$ cat src/aace_pkg.sv
// Shared constants, register map and carrier types of the add/AND/call execution unit
package aace_pkg;
    // Bus geometry
    localparam int AXI_AW = 8;
    localparam int AXI_DW = 32;
    // Register byte offsets
    localparam logic [7:0] OFF_INSTR = 8'h00;
    localparam logic [7:0] OFF_WORK = 8'h04;
    localparam logic [7:0] OFF_FLAGS = 8'h08;
    localparam logic [7:0] OFF_PC = 8'h0c;
    localparam logic [7:0] OFF_MADDR = 8'h10;
    localparam logic [7:0] OFF_MDATA = 8'h14;
    localparam logic [7:0] OFF_STAT = 8'h18;
    // Storage sizes
    localparam int MEM_DEPTH = 16;
    localparam int MEM_AW = 4;
    localparam int PC_W = 12;
    localparam int STK_DEPTH = 8;
    localparam int STK_AW = 3;
    localparam int DEPTH_W = 4;
    localparam logic [DEPTH_W-1:0] DEPTH_FULL = 4'h8;
    // Instruction word fields
    localparam int OP_LSB = 0;
    localparam int OPND_LSB = 8;
    localparam int TGT_LSB = 16;
    // Status word fields
    localparam int STAT_BUSY_BIT = 0;
    localparam int STAT_DEPTH_LSB = 4;
    localparam int STAT_TOP_LSB = 16;
    // Opcodes
    localparam logic [2:0] OP_NOP = 3'h0;
    localparam logic [2:0] OP_ADD_TO_MEMORY = 3'h1;
    localparam logic [2:0] OP_AND_MEM_TO_WR = 3'h2;
    localparam logic [2:0] OP_AND_IMM = 3'h3;
    localparam logic [2:0] OP_AND_INTO_MEMORY = 3'h4;
    localparam logic [2:0] OP_CALL = 3'h5;
    // Reset values and steps
    localparam logic [7:0] WR_RST = 8'h00;
    localparam logic [PC_W-1:0] PC_RST = 12'h000;
    localparam logic [PC_W-1:0] PC_STEP = 12'h001;
    localparam logic [STK_AW-1:0] SP_STEP = 3'h1;
    localparam logic [DEPTH_W-1:0] DEPTH_STEP = 4'h1;
    localparam logic [7:0] BYTE_ZERO = 8'h00;
    // Responses
    localparam logic [1:0] RESP_OKAY = 2'h0;
    localparam logic [1:0] RESP_SLVERR = 2'h2;

    // Latched instruction
    typedef struct packed {
        logic [PC_W-1:0] target;
        logic [7:0] operand;
        logic [2:0] op;
    } aace_instr_type;

    // Status flags, low bit last
    typedef struct packed {
        logic sign_result;
        logic carry;
        logic nibble_carry;
        logic zero;
        logic signed_wrap;
    } aace_flags_type;

    // Sequencer, Gray from idle through push to jump
    typedef enum logic [1:0] {
        ST_IDLE = 2'h0,
        ST_PUSH = 2'h1,
        ST_JUMP = 2'h3,
        ST_ONE = 2'h2
    } aace_state_type;
endpackage

$ cat src/aace_core.sv
// Execution unit for add-to-memory, the AND forms and subroutine call, AXI4-Lite controlled
//
// Design decisions made here: register access over AXI4-Lite and the address map.
`timescale 1ns/1ps
// What this block does
// - Add working register into memory, five flags
// - AND memory into working register, zero only
// - AND immediate into working register, zero only
// - AND working register into memory byte
// - Call pushes program counter plus one
// - Call then loads target into program counter
// - Call takes two instruction cycles
module aace_core (
    input wire logic SYS_CLK,
    input wire logic RST,
    input wire logic CE,
    input wire logic [7:0] S_AXI_AWADDR,
    input wire logic S_AXI_AWVALID,
    output logic S_AXI_AWREADY,
    input wire logic [31:0] S_AXI_WDATA,
    input wire logic [3:0] S_AXI_WSTRB,
    input wire logic S_AXI_WVALID,
    output logic S_AXI_WREADY,
    output logic [1:0] S_AXI_BRESP,
    output logic S_AXI_BVALID,
    input wire logic S_AXI_BREADY,
    input wire logic [7:0] S_AXI_ARADDR,
    input wire logic S_AXI_ARVALID,
    output logic S_AXI_ARREADY,
    output logic [31:0] S_AXI_RDATA,
    output logic [1:0] S_AXI_RRESP,
    output logic S_AXI_RVALID,
    input wire logic S_AXI_RREADY,
    output logic BUSY
);
    ////////////////////////////////////////////////////////////////////////////
    // Architectural state
    aace_pkg::aace_state_type state_q, state_d; // Sequencer
    aace_pkg::aace_instr_type instr_q, instr_d; // Instruction under way
    aace_pkg::aace_flags_type flags_q, flags_d; // Status flags
    logic [7:0] wr_q, wr_d; // working_register
    logic [aace_pkg::PC_W-1:0] pc_q, pc_d; // Program counter
    logic [aace_pkg::MEM_AW-1:0] maddr_q, maddr_d; // Software memory pointer
    logic [7:0] mem_q [aace_pkg::MEM_DEPTH]; // Data memory
    logic [aace_pkg::PC_W-1:0] stk_q [aace_pkg::STK_DEPTH]; // Return stack
    logic [aace_pkg::STK_AW-1:0] sp_q, sp_d; // Next free slot, wraps
    logic [aace_pkg::DEPTH_W-1:0] depth_q, depth_d; // Saturating fill count
    logic mem_we; // One write port, execution wins
    logic [aace_pkg::MEM_AW-1:0] mem_wa;
    logic [7:0] mem_wd;
    logic stk_we;
    logic busy_q, busy_d;
    // Bus side state
    logic awready_q, awready_d, wready_q, wready_d, arready_q, arready_d;
    logic aw_full_q, aw_full_d, w_full_q, w_full_d;
    logic [7:0] awaddr_q, awaddr_d;
    logic [31:0] wdata_q, wdata_d;
    logic [3:0] wstrb_q, wstrb_d;
    logic bvalid_q, bvalid_d, rvalid_q, rvalid_d;
    logic [1:0] bresp_q, bresp_d, rresp_q, rresp_d;
    logic [31:0] rdata_q, rdata_d;
    // Datapath helpers
    logic [aace_pkg::MEM_AW-1:0] ea; // Operand address
    logic [7:0] mop; // Operand byte
    logic [8:0] sum; // Sum with carry out
    logic [4:0] nib; // Low nibble sum
    logic [7:0] andv; // AND result
    logic wr_fire, start;

    // Byte-lane merge of a bus write into a register image
    function automatic logic [31:0] merge(input logic [31:0] old, input logic [31:0] nw,
                                          input logic [3:0] strb);
        logic [31:0] r;
        r = old;
        for (int i = 0; i < 4; i++) begin
            if (strb[i]) begin
                r[i*8 +: 8] = nw[i*8 +: 8];
            end
        end
        return r;
    endfunction

    ////////////////////////////////////////////////////////////////////////////
    // Operand datapath
    assign ea = instr_q.operand[aace_pkg::MEM_AW-1:0];
    assign mop = mem_q[ea];
    assign sum = {1'b0, wr_q} + {1'b0, mop};
    assign nib = {1'b0, wr_q[3:0]} + {1'b0, mop[3:0]};
    // AND against immediate or memory operand
    assign andv = wr_q & ((instr_q.op == aace_pkg::OP_AND_IMM) ? instr_q.operand : mop);
    assign wr_fire = aw_full_q && w_full_q && !bvalid_q;
    // Instruction writes while busy are dropped, not queued
    assign start = wr_fire && awaddr_q == aace_pkg::OFF_INSTR && state_q == aace_pkg::ST_IDLE;

    ////////////////////////////////////////////////////////////////////////////
    // AXI4-Lite handshakes; one write and one read outstanding at most
    always_comb begin
        aw_full_d = aw_full_q;
        w_full_d = w_full_q;
        awaddr_d = awaddr_q;
        wdata_d = wdata_q;
        wstrb_d = wstrb_q;
        bvalid_d = bvalid_q;
        bresp_d = bresp_q;
        rvalid_d = rvalid_q;
        rresp_d = rresp_q;
        rdata_d = rdata_q;
        // Address and data accepted in either order
        if (S_AXI_AWVALID && awready_q) begin
            aw_full_d = 1'b1;
            awaddr_d = S_AXI_AWADDR;
        end
        if (S_AXI_WVALID && wready_q) begin
            w_full_d = 1'b1;
            wdata_d = S_AXI_WDATA;
            wstrb_d = S_AXI_WSTRB;
        end
        if (bvalid_q && S_AXI_BREADY) begin
            bvalid_d = 1'b0;
        end
        // Both halves present: commit and answer
        if (wr_fire) begin
            aw_full_d = 1'b0;
            w_full_d = 1'b0;
            bvalid_d = 1'b1;
            bresp_d = (awaddr_q > aace_pkg::OFF_STAT || awaddr_q[1:0] != 2'h0) ?
                      aace_pkg::RESP_SLVERR : aace_pkg::RESP_OKAY;
        end
        if (rvalid_q && S_AXI_RREADY) begin
            rvalid_d = 1'b0;
        end
        // Read data captured at address handshake
        if (S_AXI_ARVALID && arready_q) begin
            rvalid_d = 1'b1;
            rresp_d = aace_pkg::RESP_OKAY;
            rdata_d = '0;
            unique case (S_AXI_ARADDR)
                aace_pkg::OFF_INSTR: rdata_d = 32'(instr_q);
                aace_pkg::OFF_WORK: rdata_d = 32'(wr_q);
                aace_pkg::OFF_FLAGS: rdata_d = 32'(flags_q);
                aace_pkg::OFF_PC: rdata_d = 32'(pc_q);
                aace_pkg::OFF_MADDR: rdata_d = 32'(maddr_q);
                aace_pkg::OFF_MDATA: rdata_d = 32'(mem_q[maddr_q]);
                aace_pkg::OFF_STAT: begin
                    rdata_d[aace_pkg::STAT_BUSY_BIT] = busy_q;
                    rdata_d[aace_pkg::STAT_DEPTH_LSB +: aace_pkg::DEPTH_W] = depth_q;
                    rdata_d[aace_pkg::STAT_TOP_LSB +: aace_pkg::PC_W] =
                        stk_q[sp_q - aace_pkg::SP_STEP];
                end
                default: rresp_d = aace_pkg::RESP_SLVERR; // Unmapped reads as zero
            endcase
        end
        // Ready only while the matching slot is free
        awready_d = !aw_full_d && !bvalid_d;
        wready_d = !w_full_d && !bvalid_d;
        arready_d = !rvalid_d;
    end

    ////////////////////////////////////////////////////////////////////////////
    // Register writes, then execution; execution overrides a clashing bus write
    always_comb begin
        logic [31:0] img;
        img = '0;
        state_d = state_q;
        instr_d = instr_q;
        flags_d = flags_q;
        wr_d = wr_q;
        pc_d = pc_q;
        maddr_d = maddr_q;
        sp_d = sp_q;
        depth_d = depth_q;
        mem_we = 1'b0;
        mem_wa = maddr_q;
        mem_wd = mem_q[maddr_q];
        stk_we = 1'b0;
        if (wr_fire) begin
            unique case (awaddr_q)
                aace_pkg::OFF_WORK: begin
                    img = merge(32'(wr_q), wdata_q, wstrb_q);
                    wr_d = img[7:0];
                end
                aace_pkg::OFF_FLAGS: begin
                    img = merge(32'(flags_q), wdata_q, wstrb_q);
                    flags_d = img[$bits(aace_pkg::aace_flags_type)-1:0];
                end
                aace_pkg::OFF_PC: begin
                    img = merge(32'(pc_q), wdata_q, wstrb_q);
                    pc_d = img[aace_pkg::PC_W-1:0];
                end
                aace_pkg::OFF_MADDR: begin
                    img = merge(32'(maddr_q), wdata_q, wstrb_q);
                    maddr_d = img[aace_pkg::MEM_AW-1:0];
                end
                aace_pkg::OFF_MDATA: begin
                    img = merge(32'(mem_q[maddr_q]), wdata_q, wstrb_q);
                    mem_we = 1'b1;
                    mem_wd = img[7:0];
                end
                default: ; // Instruction, status and holes store nothing here
            endcase
        end
        unique case (state_q)
            aace_pkg::ST_IDLE: begin
                if (start) begin
                    // Fields unpacked at their bus positions, not as one packed slice
                    instr_d.op = wdata_q[aace_pkg::OP_LSB +: 3];
                    instr_d.operand = wdata_q[aace_pkg::OPND_LSB +: 8];
                    instr_d.target = wdata_q[aace_pkg::TGT_LSB +: aace_pkg::PC_W];
                    state_d = (instr_d.op == aace_pkg::OP_CALL) ? aace_pkg::ST_PUSH
                                                                : aace_pkg::ST_ONE;
                end
            end
            aace_pkg::ST_ONE: begin
                pc_d = pc_q + aace_pkg::PC_STEP;
                state_d = aace_pkg::ST_IDLE;
                unique case (instr_q.op)
                    aace_pkg::OP_ADD_TO_MEMORY: begin
                        mem_we = 1'b1;
                        mem_wa = ea;
                        mem_wd = sum[7:0];
                        flags_d.carry = sum[8];
                        flags_d.nibble_carry = nib[4];
                        flags_d.zero = (sum[7:0] == aace_pkg::BYTE_ZERO);
                        // Overflow when like-signed operands give an unlike sign
                        flags_d.signed_wrap = (wr_q[7] == mop[7]) && (sum[7] != wr_q[7]);
                        flags_d.sign_result = flags_d.signed_wrap ^ sum[7];
                    end
                    aace_pkg::OP_AND_MEM_TO_WR, aace_pkg::OP_AND_IMM: begin
                        wr_d = andv;
                        flags_d.zero = (andv == aace_pkg::BYTE_ZERO);
                    end
                    aace_pkg::OP_AND_INTO_MEMORY: begin
                        mem_we = 1'b1;
                        mem_wa = ea;
                        mem_wd = andv;
                        flags_d.zero = (andv == aace_pkg::BYTE_ZERO);
                    end
                    default: ; // Unknown opcodes only advance the counter
                endcase
            end
            aace_pkg::ST_PUSH: begin
                stk_we = 1'b1;
                sp_d = sp_q + aace_pkg::SP_STEP;
                // Deeper nesting overwrites the oldest entry
                if (depth_q != aace_pkg::DEPTH_FULL) begin
                    depth_d = depth_q + aace_pkg::DEPTH_STEP;
                end
                state_d = aace_pkg::ST_JUMP;
            end
            aace_pkg::ST_JUMP: begin
                pc_d = instr_q.target;
                state_d = aace_pkg::ST_IDLE;
            end
        endcase
        busy_d = (state_d != aace_pkg::ST_IDLE);
    end

    ////////////////////////////////////////////////////////////////////////////
    // Registers; CE low freezes everything
    always_ff @(posedge SYS_CLK or posedge RST) begin
        if (RST) begin
            state_q <= aace_pkg::ST_IDLE;
            instr_q <= '0;
            flags_q <= '0;
            wr_q <= aace_pkg::WR_RST;
            pc_q <= aace_pkg::PC_RST;
            maddr_q <= '0;
            sp_q <= '0;
            depth_q <= '0;
            busy_q <= 1'b0;
            for (int i = 0; i < aace_pkg::MEM_DEPTH; i++) begin
                mem_q[i] <= aace_pkg::BYTE_ZERO;
            end
            for (int i = 0; i < aace_pkg::STK_DEPTH; i++) begin
                stk_q[i] <= aace_pkg::PC_RST;
            end
            awready_q <= 1'b1;
            wready_q <= 1'b1;
            arready_q <= 1'b1;
            aw_full_q <= 1'b0;
            w_full_q <= 1'b0;
            awaddr_q <= '0;
            wdata_q <= '0;
            wstrb_q <= '0;
            bvalid_q <= 1'b0;
            bresp_q <= aace_pkg::RESP_OKAY;
            rvalid_q <= 1'b0;
            rresp_q <= aace_pkg::RESP_OKAY;
            rdata_q <= '0;
        end else if (CE) begin
            state_q <= state_d;
            instr_q <= instr_d;
            flags_q <= flags_d;
            wr_q <= wr_d;
            pc_q <= pc_d;
            maddr_q <= maddr_d;
            sp_q <= sp_d;
            depth_q <= depth_d;
            busy_q <= busy_d;
            if (mem_we) begin
                mem_q[mem_wa] <= mem_wd;
            end
            if (stk_we) begin
                stk_q[sp_q] <= pc_q + aace_pkg::PC_STEP;
            end
            awready_q <= awready_d;
            wready_q <= wready_d;
            arready_q <= arready_d;
            aw_full_q <= aw_full_d;
            w_full_q <= w_full_d;
            awaddr_q <= awaddr_d;
            wdata_q <= wdata_d;
            wstrb_q <= wstrb_d;
            bvalid_q <= bvalid_d;
            bresp_q <= bresp_d;
            rvalid_q <= rvalid_d;
            rresp_q <= rresp_d;
            rdata_q <= rdata_d;
        end
    end

    assign S_AXI_AWREADY = awready_q;
    assign S_AXI_WREADY = wready_q;
    assign S_AXI_BVALID = bvalid_q;
    assign S_AXI_BRESP = bresp_q;
    assign S_AXI_ARREADY = arready_q;
    assign S_AXI_RVALID = rvalid_q;
    assign S_AXI_RRESP = rresp_q;
    assign S_AXI_RDATA = rdata_q;
    assign BUSY = busy_q;
endmodule

$ cat config.mk
export PLATFORM = sky130hd
export DESIGN_NAME = aace_core
export DESIGN_NICKNAME = d
export VERILOG_FILES = /design/src/aace_pkg.sv /design/src/aace_core.sv
export SDC_FILE = /design/constraint.sdc
export NUM_CORES = 1
export LEC_CHECK = 0
export BUFFER_PORTS_ARGS = -buffer_cell sky130_fd_sc_hd__buf_2
export CORE_MARGIN = 8
export CORE_UTILIZATION = 62
export DETAILED_ROUTE_END_ITERATION = 8
export PLACE_DENSITY = 0.81
export SYNTH_ARGS = -nofsm -noshare
export SYNTH_HDL_FRONTEND = slang
export SYNTH_SLANG_ARGS = --single-unit
$ cat constraint.sdc
create_clock -name SYS_CLK -period 16.2 [get_ports SYS_CLK]
set_input_delay 3.24 -clock SYS_CLK [delete_from_list [all_inputs] [get_ports SYS_CLK]]
set_output_delay 3.24 -clock SYS_CLK [all_outputs]
set_load 0.02 [all_outputs]
# == Word-level counts from Yosys, hierarchy flattened ==
# Index checks and enable logic that the tools add are counted.
# Widths: inputs -> output; s select.
# word_totals
regBits,363
output_inout_bits,42
# classes
eq_ne,22
n_bitwise,7
addsub,6
reduce_logical,48
muxes,63
order_cmp,8
# op_table
op,count
$bwmux 128,1
$mux 8,16
$bwmux 96,1
$bmux 8 s4,2
$mux 12,5
$pmux 12 s2,2
$eq 8x5->1 const B,5
$bmux 12 s3,1
$demux 12 s3,1
$demux 8 s4,1
$eq 8x4->1 const B,4
$logic_not 8->1,4
$pmux 8 s2,2
$pmux 4 s6,1
$mux 5,4
$pmux 3 s6,1
$eq 8x3->1 const B,2
$ge 5x5->1 const B,3
$not 4->5,3
$logic_and 1x1->1,14
$mux 1,14
$reduce_and 2->1,7
$add 12x1->12 const B,1
$mux 4,3
other kinds (35),56

# == Depth between registers and ports, before layout ==
# logic_depth
depth_word,10
depth_mapped,15

# == Worst setup path before layout ==
# OpenSTA, ideal clock, no wires.
# synth_timing
kind,input -> register
start,input S_AXI_ARADDR[1]
end,"register rdata_q[16], in the netlist S_AXI_RDATA[16]"
required_ns,16.128
setup_ns,0.072
stages,7
t_arrival_ns,4.790
path_slack_ns,11.338
n_path_buf,1
cell_sequence,nor3_1 -> nand2_1 -> or3_1 -> nor2_1 -> clkbuf_1 -> a221oi_1 -> nor2_1
# synth_via
elab_chain_cells,2
# synth_lines
element,line_no,rtl
start: declaration,aace_core.sv:27,"input wire logic [7:0] S_AXI_ARADDR,"
$eq 8x5->1 / $logic_not 8->1 (equally long branches),aace_core.sv:137,unique case (S_AXI_ARADDR)
$pmux 12 s2 *,aace_core.sv:137,
end signal: assignment,aace_core.sv:318,rdata_q <= rdata_d;
end: declaration,aace_core.sv:61,"logic [31:0] rdata_q, rdata_d;"
# Every way passes the cells marked *; elsewhere a longest branch is shown, timed or not.
# A chain may end at the register's enable or synchronous reset.

# == Worst setup path in the final report ==
# layout_timing
start,input CE
end,register stk_q[49] (netlist bit)
# layout_via
elab_chain_cells,1
# layout_lines
element,line_no,rtl
start: declaration,aace_core.sv:16,"input wire logic CE,"
$reduce_and 2->1 (no source line),-,
end signal: indexed assignment,aace_core.sv:275,stk_q[i] <= aace_pkg::PC_RST;
end signal: indexed assignment,aace_core.sv:304,stk_q[sp_q] <= pc_q + aace_pkg::PC_STEP;
end: declaration,aace_core.sv:45,logic [aace_pkg::PC_W-1:0] stk_q [aace_pkg::STK_DEPTH];
# No other way between the ends.

==> impl.org <==
** Outcome
- The run finished with clean final reports.

** Clock tree
- Clock Root Buffer :: sky130_fd_sc_hd__clkbuf_16
- Number of buffers inserted by post-CTS setup repair :: 0
- The H-tree was split into 2 levels.
- Clock tree from TritonCTS :: done
- After clock tree synthesis, the clock-pin slew on the worst setup and hold paths is 0.06 ns.
- The number of clock buffers added by TritonCTS is 39.
- Clock Latency Late Sink :: 0.54 ns
- Clk sink count :: roughly 360
- Once the clock tree was built, the resizer swapped 0 gates to a different size.
- Deepest clock path buffer count :: 3
- The number of hold buffers added after CTS was 0.

** Yosys
- FFs w/ async S/R, synth :: 1.00
- Proportion of synthesized area in mux cells :: 0.256
- A synthesized cell averages 11.7 µm².
- Ranking of synthesized cells by area :: sky130_fd_sc_hd__dfrtp_1 (49%), sky130_fd_sc_hd__mux2_2 (12%), sky130_fd_sc_hd__mux4_2 (12%)
- Simple-gate portion of the synthesized area :: 0.109
- Count of mapped cells out of synthesis :: 1553
- Adder and majority cell fraction of the synthesized area :: 0.0100
- The share of the Yosys chip area taken by registers is 0.496.
- The share of synthesized area in the top cell type comes to 0.492.
- In this run, synthesis inferred 0 flip-flops with an integrated enable.
- Xor and xnor area share after synthesis :: 0.0115
- Synth Area in Compound Gates :: 0.0896
- In this run, distinct cell masters in the synthesized netlist total between 60 and 70.
- Summing every instance area after synthesis gives between 0.015 and 0.02 mm².
- For this run, the leading register cell type out of synthesis is sky130_fd_sc_hd__dfrtp_1.
- Warnings, synthesis :: 0
- The biggest area contributor in the post-synthesis netlist is sky130_fd_sc_hd__dfrtp_1.
- Top cells by count, synth :: sky130_fd_sc_hd__dfrtp_1 (358), sky130_fd_sc_hd__nand2_1 (213), sky130_fd_sc_hd__mux2_2 (192)
- Among all cell types in the netlist, the one instantiated most often is sky130_fd_sc_hd__dfrtp_1.
- Combinational family with the most area after synthesis :: multiplexers
- After synthesis the netlist holds a flip-flop and latch count of 361.

** Placed design
- Last weighted congestion value of the routability-driven placer :: 0.981
- Placed Cells incl. Taps :: 1950
- Detailed placement ended at an HPWL of 32900 µm.
- Count of input and output buffers :: 89

** Global routing
- Largest net degree at the start of global routing :: 121
- The number of global-route vias before repair came to 13.6k.
- Global-route wire length before repair :: 77300 µm
- GRT Resource Usage Total :: 0.277
- Antenna violations before repair :: 3
- Gr ovfl total :: 0

** Power and ir drop
- Leakage dissipation :: 9.25 nW
- Internal Pwr Total :: 1.79 mW
- Share of power burned in the clock network :: 0.352
- Of the total power, combinational logic draws 0.204.
- Power Dens Cells :: 130 mW/mm²
- Sequential group share of total power :: 0.444
- Worst IR drop on VDD :: 0.116 mV
- Switching power of the nets :: 0.837 mW
- Of the total power, the share spent switching nets is 0.319.

** Setup path
- Maximum fanout along the worst path :: 30
- Arrival time at the worst endpoint :: 6.18 ns
- The worst setup path is captured at a flop.
- The critical path in this run is classified as in -> reg.
- Crit start category :: primary input
- For the worst setup path, the data required time is 16.62 ns.

** Timing
- Setup repair after global routing left no endpoint under its margin.
- The clock arrives with 0.0223 ns of skew.
- Setup TNS Final :: 0 ns
- The routed design could run at a clock period as short as between 5 and 6 ns.
- Timing would allow up to about 170 MHz.
- For the pin with the worst max-slew slack, the measured transition is between 1 and 1.5 ns.
- Post-route clock period utilization :: 0.356
- In this run the tightest slew margin relative to its limit is 0.0733.
- Final max-slew violation count :: 0
- The count of endpoints failing hold in the final timing report is 0.
- Setup violations remaining at the end of the flow were counted as 0.

** Die
- The die covers 0.0351 mm².
- Initial cell density of the core :: 0.631
- Horizontal extent of the die :: 187 µm
- The floorplan has 62 rows.
- Area of the core region :: roughly 0.029 mm²
- I/O pin count :: 102
- The floorplan step set the die height to between 150 and 200 µm.

** Routing
- Overall routed net length :: roughly 50000 µm
- Initial DRT Pass Iterations :: 7
- Via count :: 13.3k
- Antenna viol nets, final :: 0
- The detailed router finished its first iteration with 1560 violations.
- Post-DR wirelength/cell :: 24.2 µm
- In the routed design, unresolved DRC markers number 0.
- Average vias per placed instance :: approximately 6.6

** Layout
- Final non-filler cell total :: 2020
- Growth of design area from synthesis to finish :: 11.2%
- For this run, the post-layout net count is 1681.
- Fraction of final layout cells with drive strength greater than 1 :: 0.301

** Job
- Max-capacitance violation count :: 0

** Worst hold path
- The path class of the tightest hold or removal check is reg -> reg.
-- metal layers --
layer	part of all wire	routed length [µm]	global-route usage	vias up
met5	0.00061	30	0	-
met4	0.037	1790	0.102	4
met3	0.086	4230	0.0617	129
met2	0.48	23600	0.446	679
met1	0.39	19300	0.368	6706
li1	-	-	-	5770
-- registers in the layout, summed over array words and instances (netlist names), 2 cells and up --
register and flops:
ea 4, pc_q 12, S_AXI_RDATA 28, wr_q 8
flags_q 5, mem_q 128, stk_q 96, sp_q 3
state_q 2, instr_q 19, wdata_q 28, awaddr_q 8
wstrb_q 2, depth_q 4, maddr_q 4
-- kinds of logic after synthesis --
group / count (synthesis)
AOI/OAI and AO/OA: 273
other: 1
DFF: 361
xor gates and xnor gates: 24
muxes: 321
adders and majority gates: 14
buffers and inverters: 121
and+or+nand+nor: 438
-- cell usage in the layout (no fill, tap or decap), types with 9 or more instances in the layout --
cell type and count:
sky130_fd_sc_hd__nor2b_1 9, sky130_fd_sc_hd__nand2_1 213, sky130_fd_sc_hd__dfrtp_1 357, sky130_fd_sc_hd__a22o_1 12, sky130_fd_sc_hd__mux2_2 192, sky130_fd_sc_hd__xor2_1 15, sky130_fd_sc_hd__xnor2_1 9, sky130_fd_sc_hd__nand3_1 27
sky130_fd_sc_hd__ha_1 13, sky130_fd_sc_hd__nor2_1 105, sky130_fd_sc_hd__clkbuf_16 40, sky130_fd_sc_hd__o21ai_0 93, sky130_fd_sc_hd__clkbuf_8 12, sky130_fd_sc_hd__nor3_2 9, sky130_fd_sc_hd__a21oi_1 85, sky130_fd_sc_hd__a221oi_1 9
sky130_fd_sc_hd__mux2i_1 30, sky130_fd_sc_hd__mux4_2 96, sky130_fd_sc_hd__and3_1 12, sky130_fd_sc_hd__inv_1 16, sky130_fd_sc_hd__buf_4 22, sky130_fd_sc_hd__buf_2 89, sky130_fd_sc_hd__nand2b_1 10, sky130_fd_sc_hd__a31oi_1 13
sky130_fd_sc_hd__nor3_1 10
-- path summary, 6_finish.rpt --
path	from	to	slack, ns	cells after the start
worst min register to register	S_AXI_RDATA[14]	S_AXI_RDATA[14]	0.46	2
worst min-delay path	S_AXI_RDATA[14]	S_AXI_RDATA[14]	0.46	2
worst max register to register	ea[1]	mem_q[86]	11.31	12
worst max-delay path	CE	stk_q[49]	10.44	8
min in group asynchronous	RST	mem_q[36]	2.88	2
max in group asynchronous	RST	maddr_q[0]	11.75	3
-- stage by stage --
step	hold slack [ns]	utilization	worst slack, ns	area (µm²)	power [mW]
after floorplan	0.440	-	2.95	18200	1.52
after global placement	0.451	0.655	10.10	18900	1.68
after detailed placement	0.452	0.655	10.05	18900	1.70
after CTS	0.463	0.702	10.51	20300	2.62
after global routing	0.481	0.702	10.30	20300	2.72
final	0.463	0.702	10.44	20300	2.62
-- critical path, cell delays in order --
cell and delay [ns]:
sky130_fd_sc_hd__buf_2 0.48, sky130_fd_sc_hd__inv_1 0.18, sky130_fd_sc_hd__nor3_1 0.62, sky130_fd_sc_hd__buf_4 0.29, sky130_fd_sc_hd__nand2_1 0.12, sky130_fd_sc_hd__nor3_2 0.52
sky130_fd_sc_hd__buf_4 0.34, sky130_fd_sc_hd__mux2_2 0.35
-- final cells by class --
cell class	count	area (µm²)
multi-input cells	1076	8700
flip-flops and latches	361	9040
well taps	384	480
inverters	18	75.1
fillers	1987	8600
clock buffers	54	1170
clock inverters	15	176
diodes	1	2.50
repair buffers	111	611
-- power by group through the flow --
stage / Clock (mW) / Sequential [mW] / Combinational [mW]
after floorplan: 0 / 1.12 / 0.398
after global placement: 0 / 1.17 / 0.515
after detailed placement: 0 / 1.17 / 0.531
after CTS: 0.931 / 1.16 / 0.535
after global routing: 0.967 / 1.18 / 0.580
final: 0.924 / 1.17 / 0.535
No activity file was read; power rests on OpenSTA's default activity.
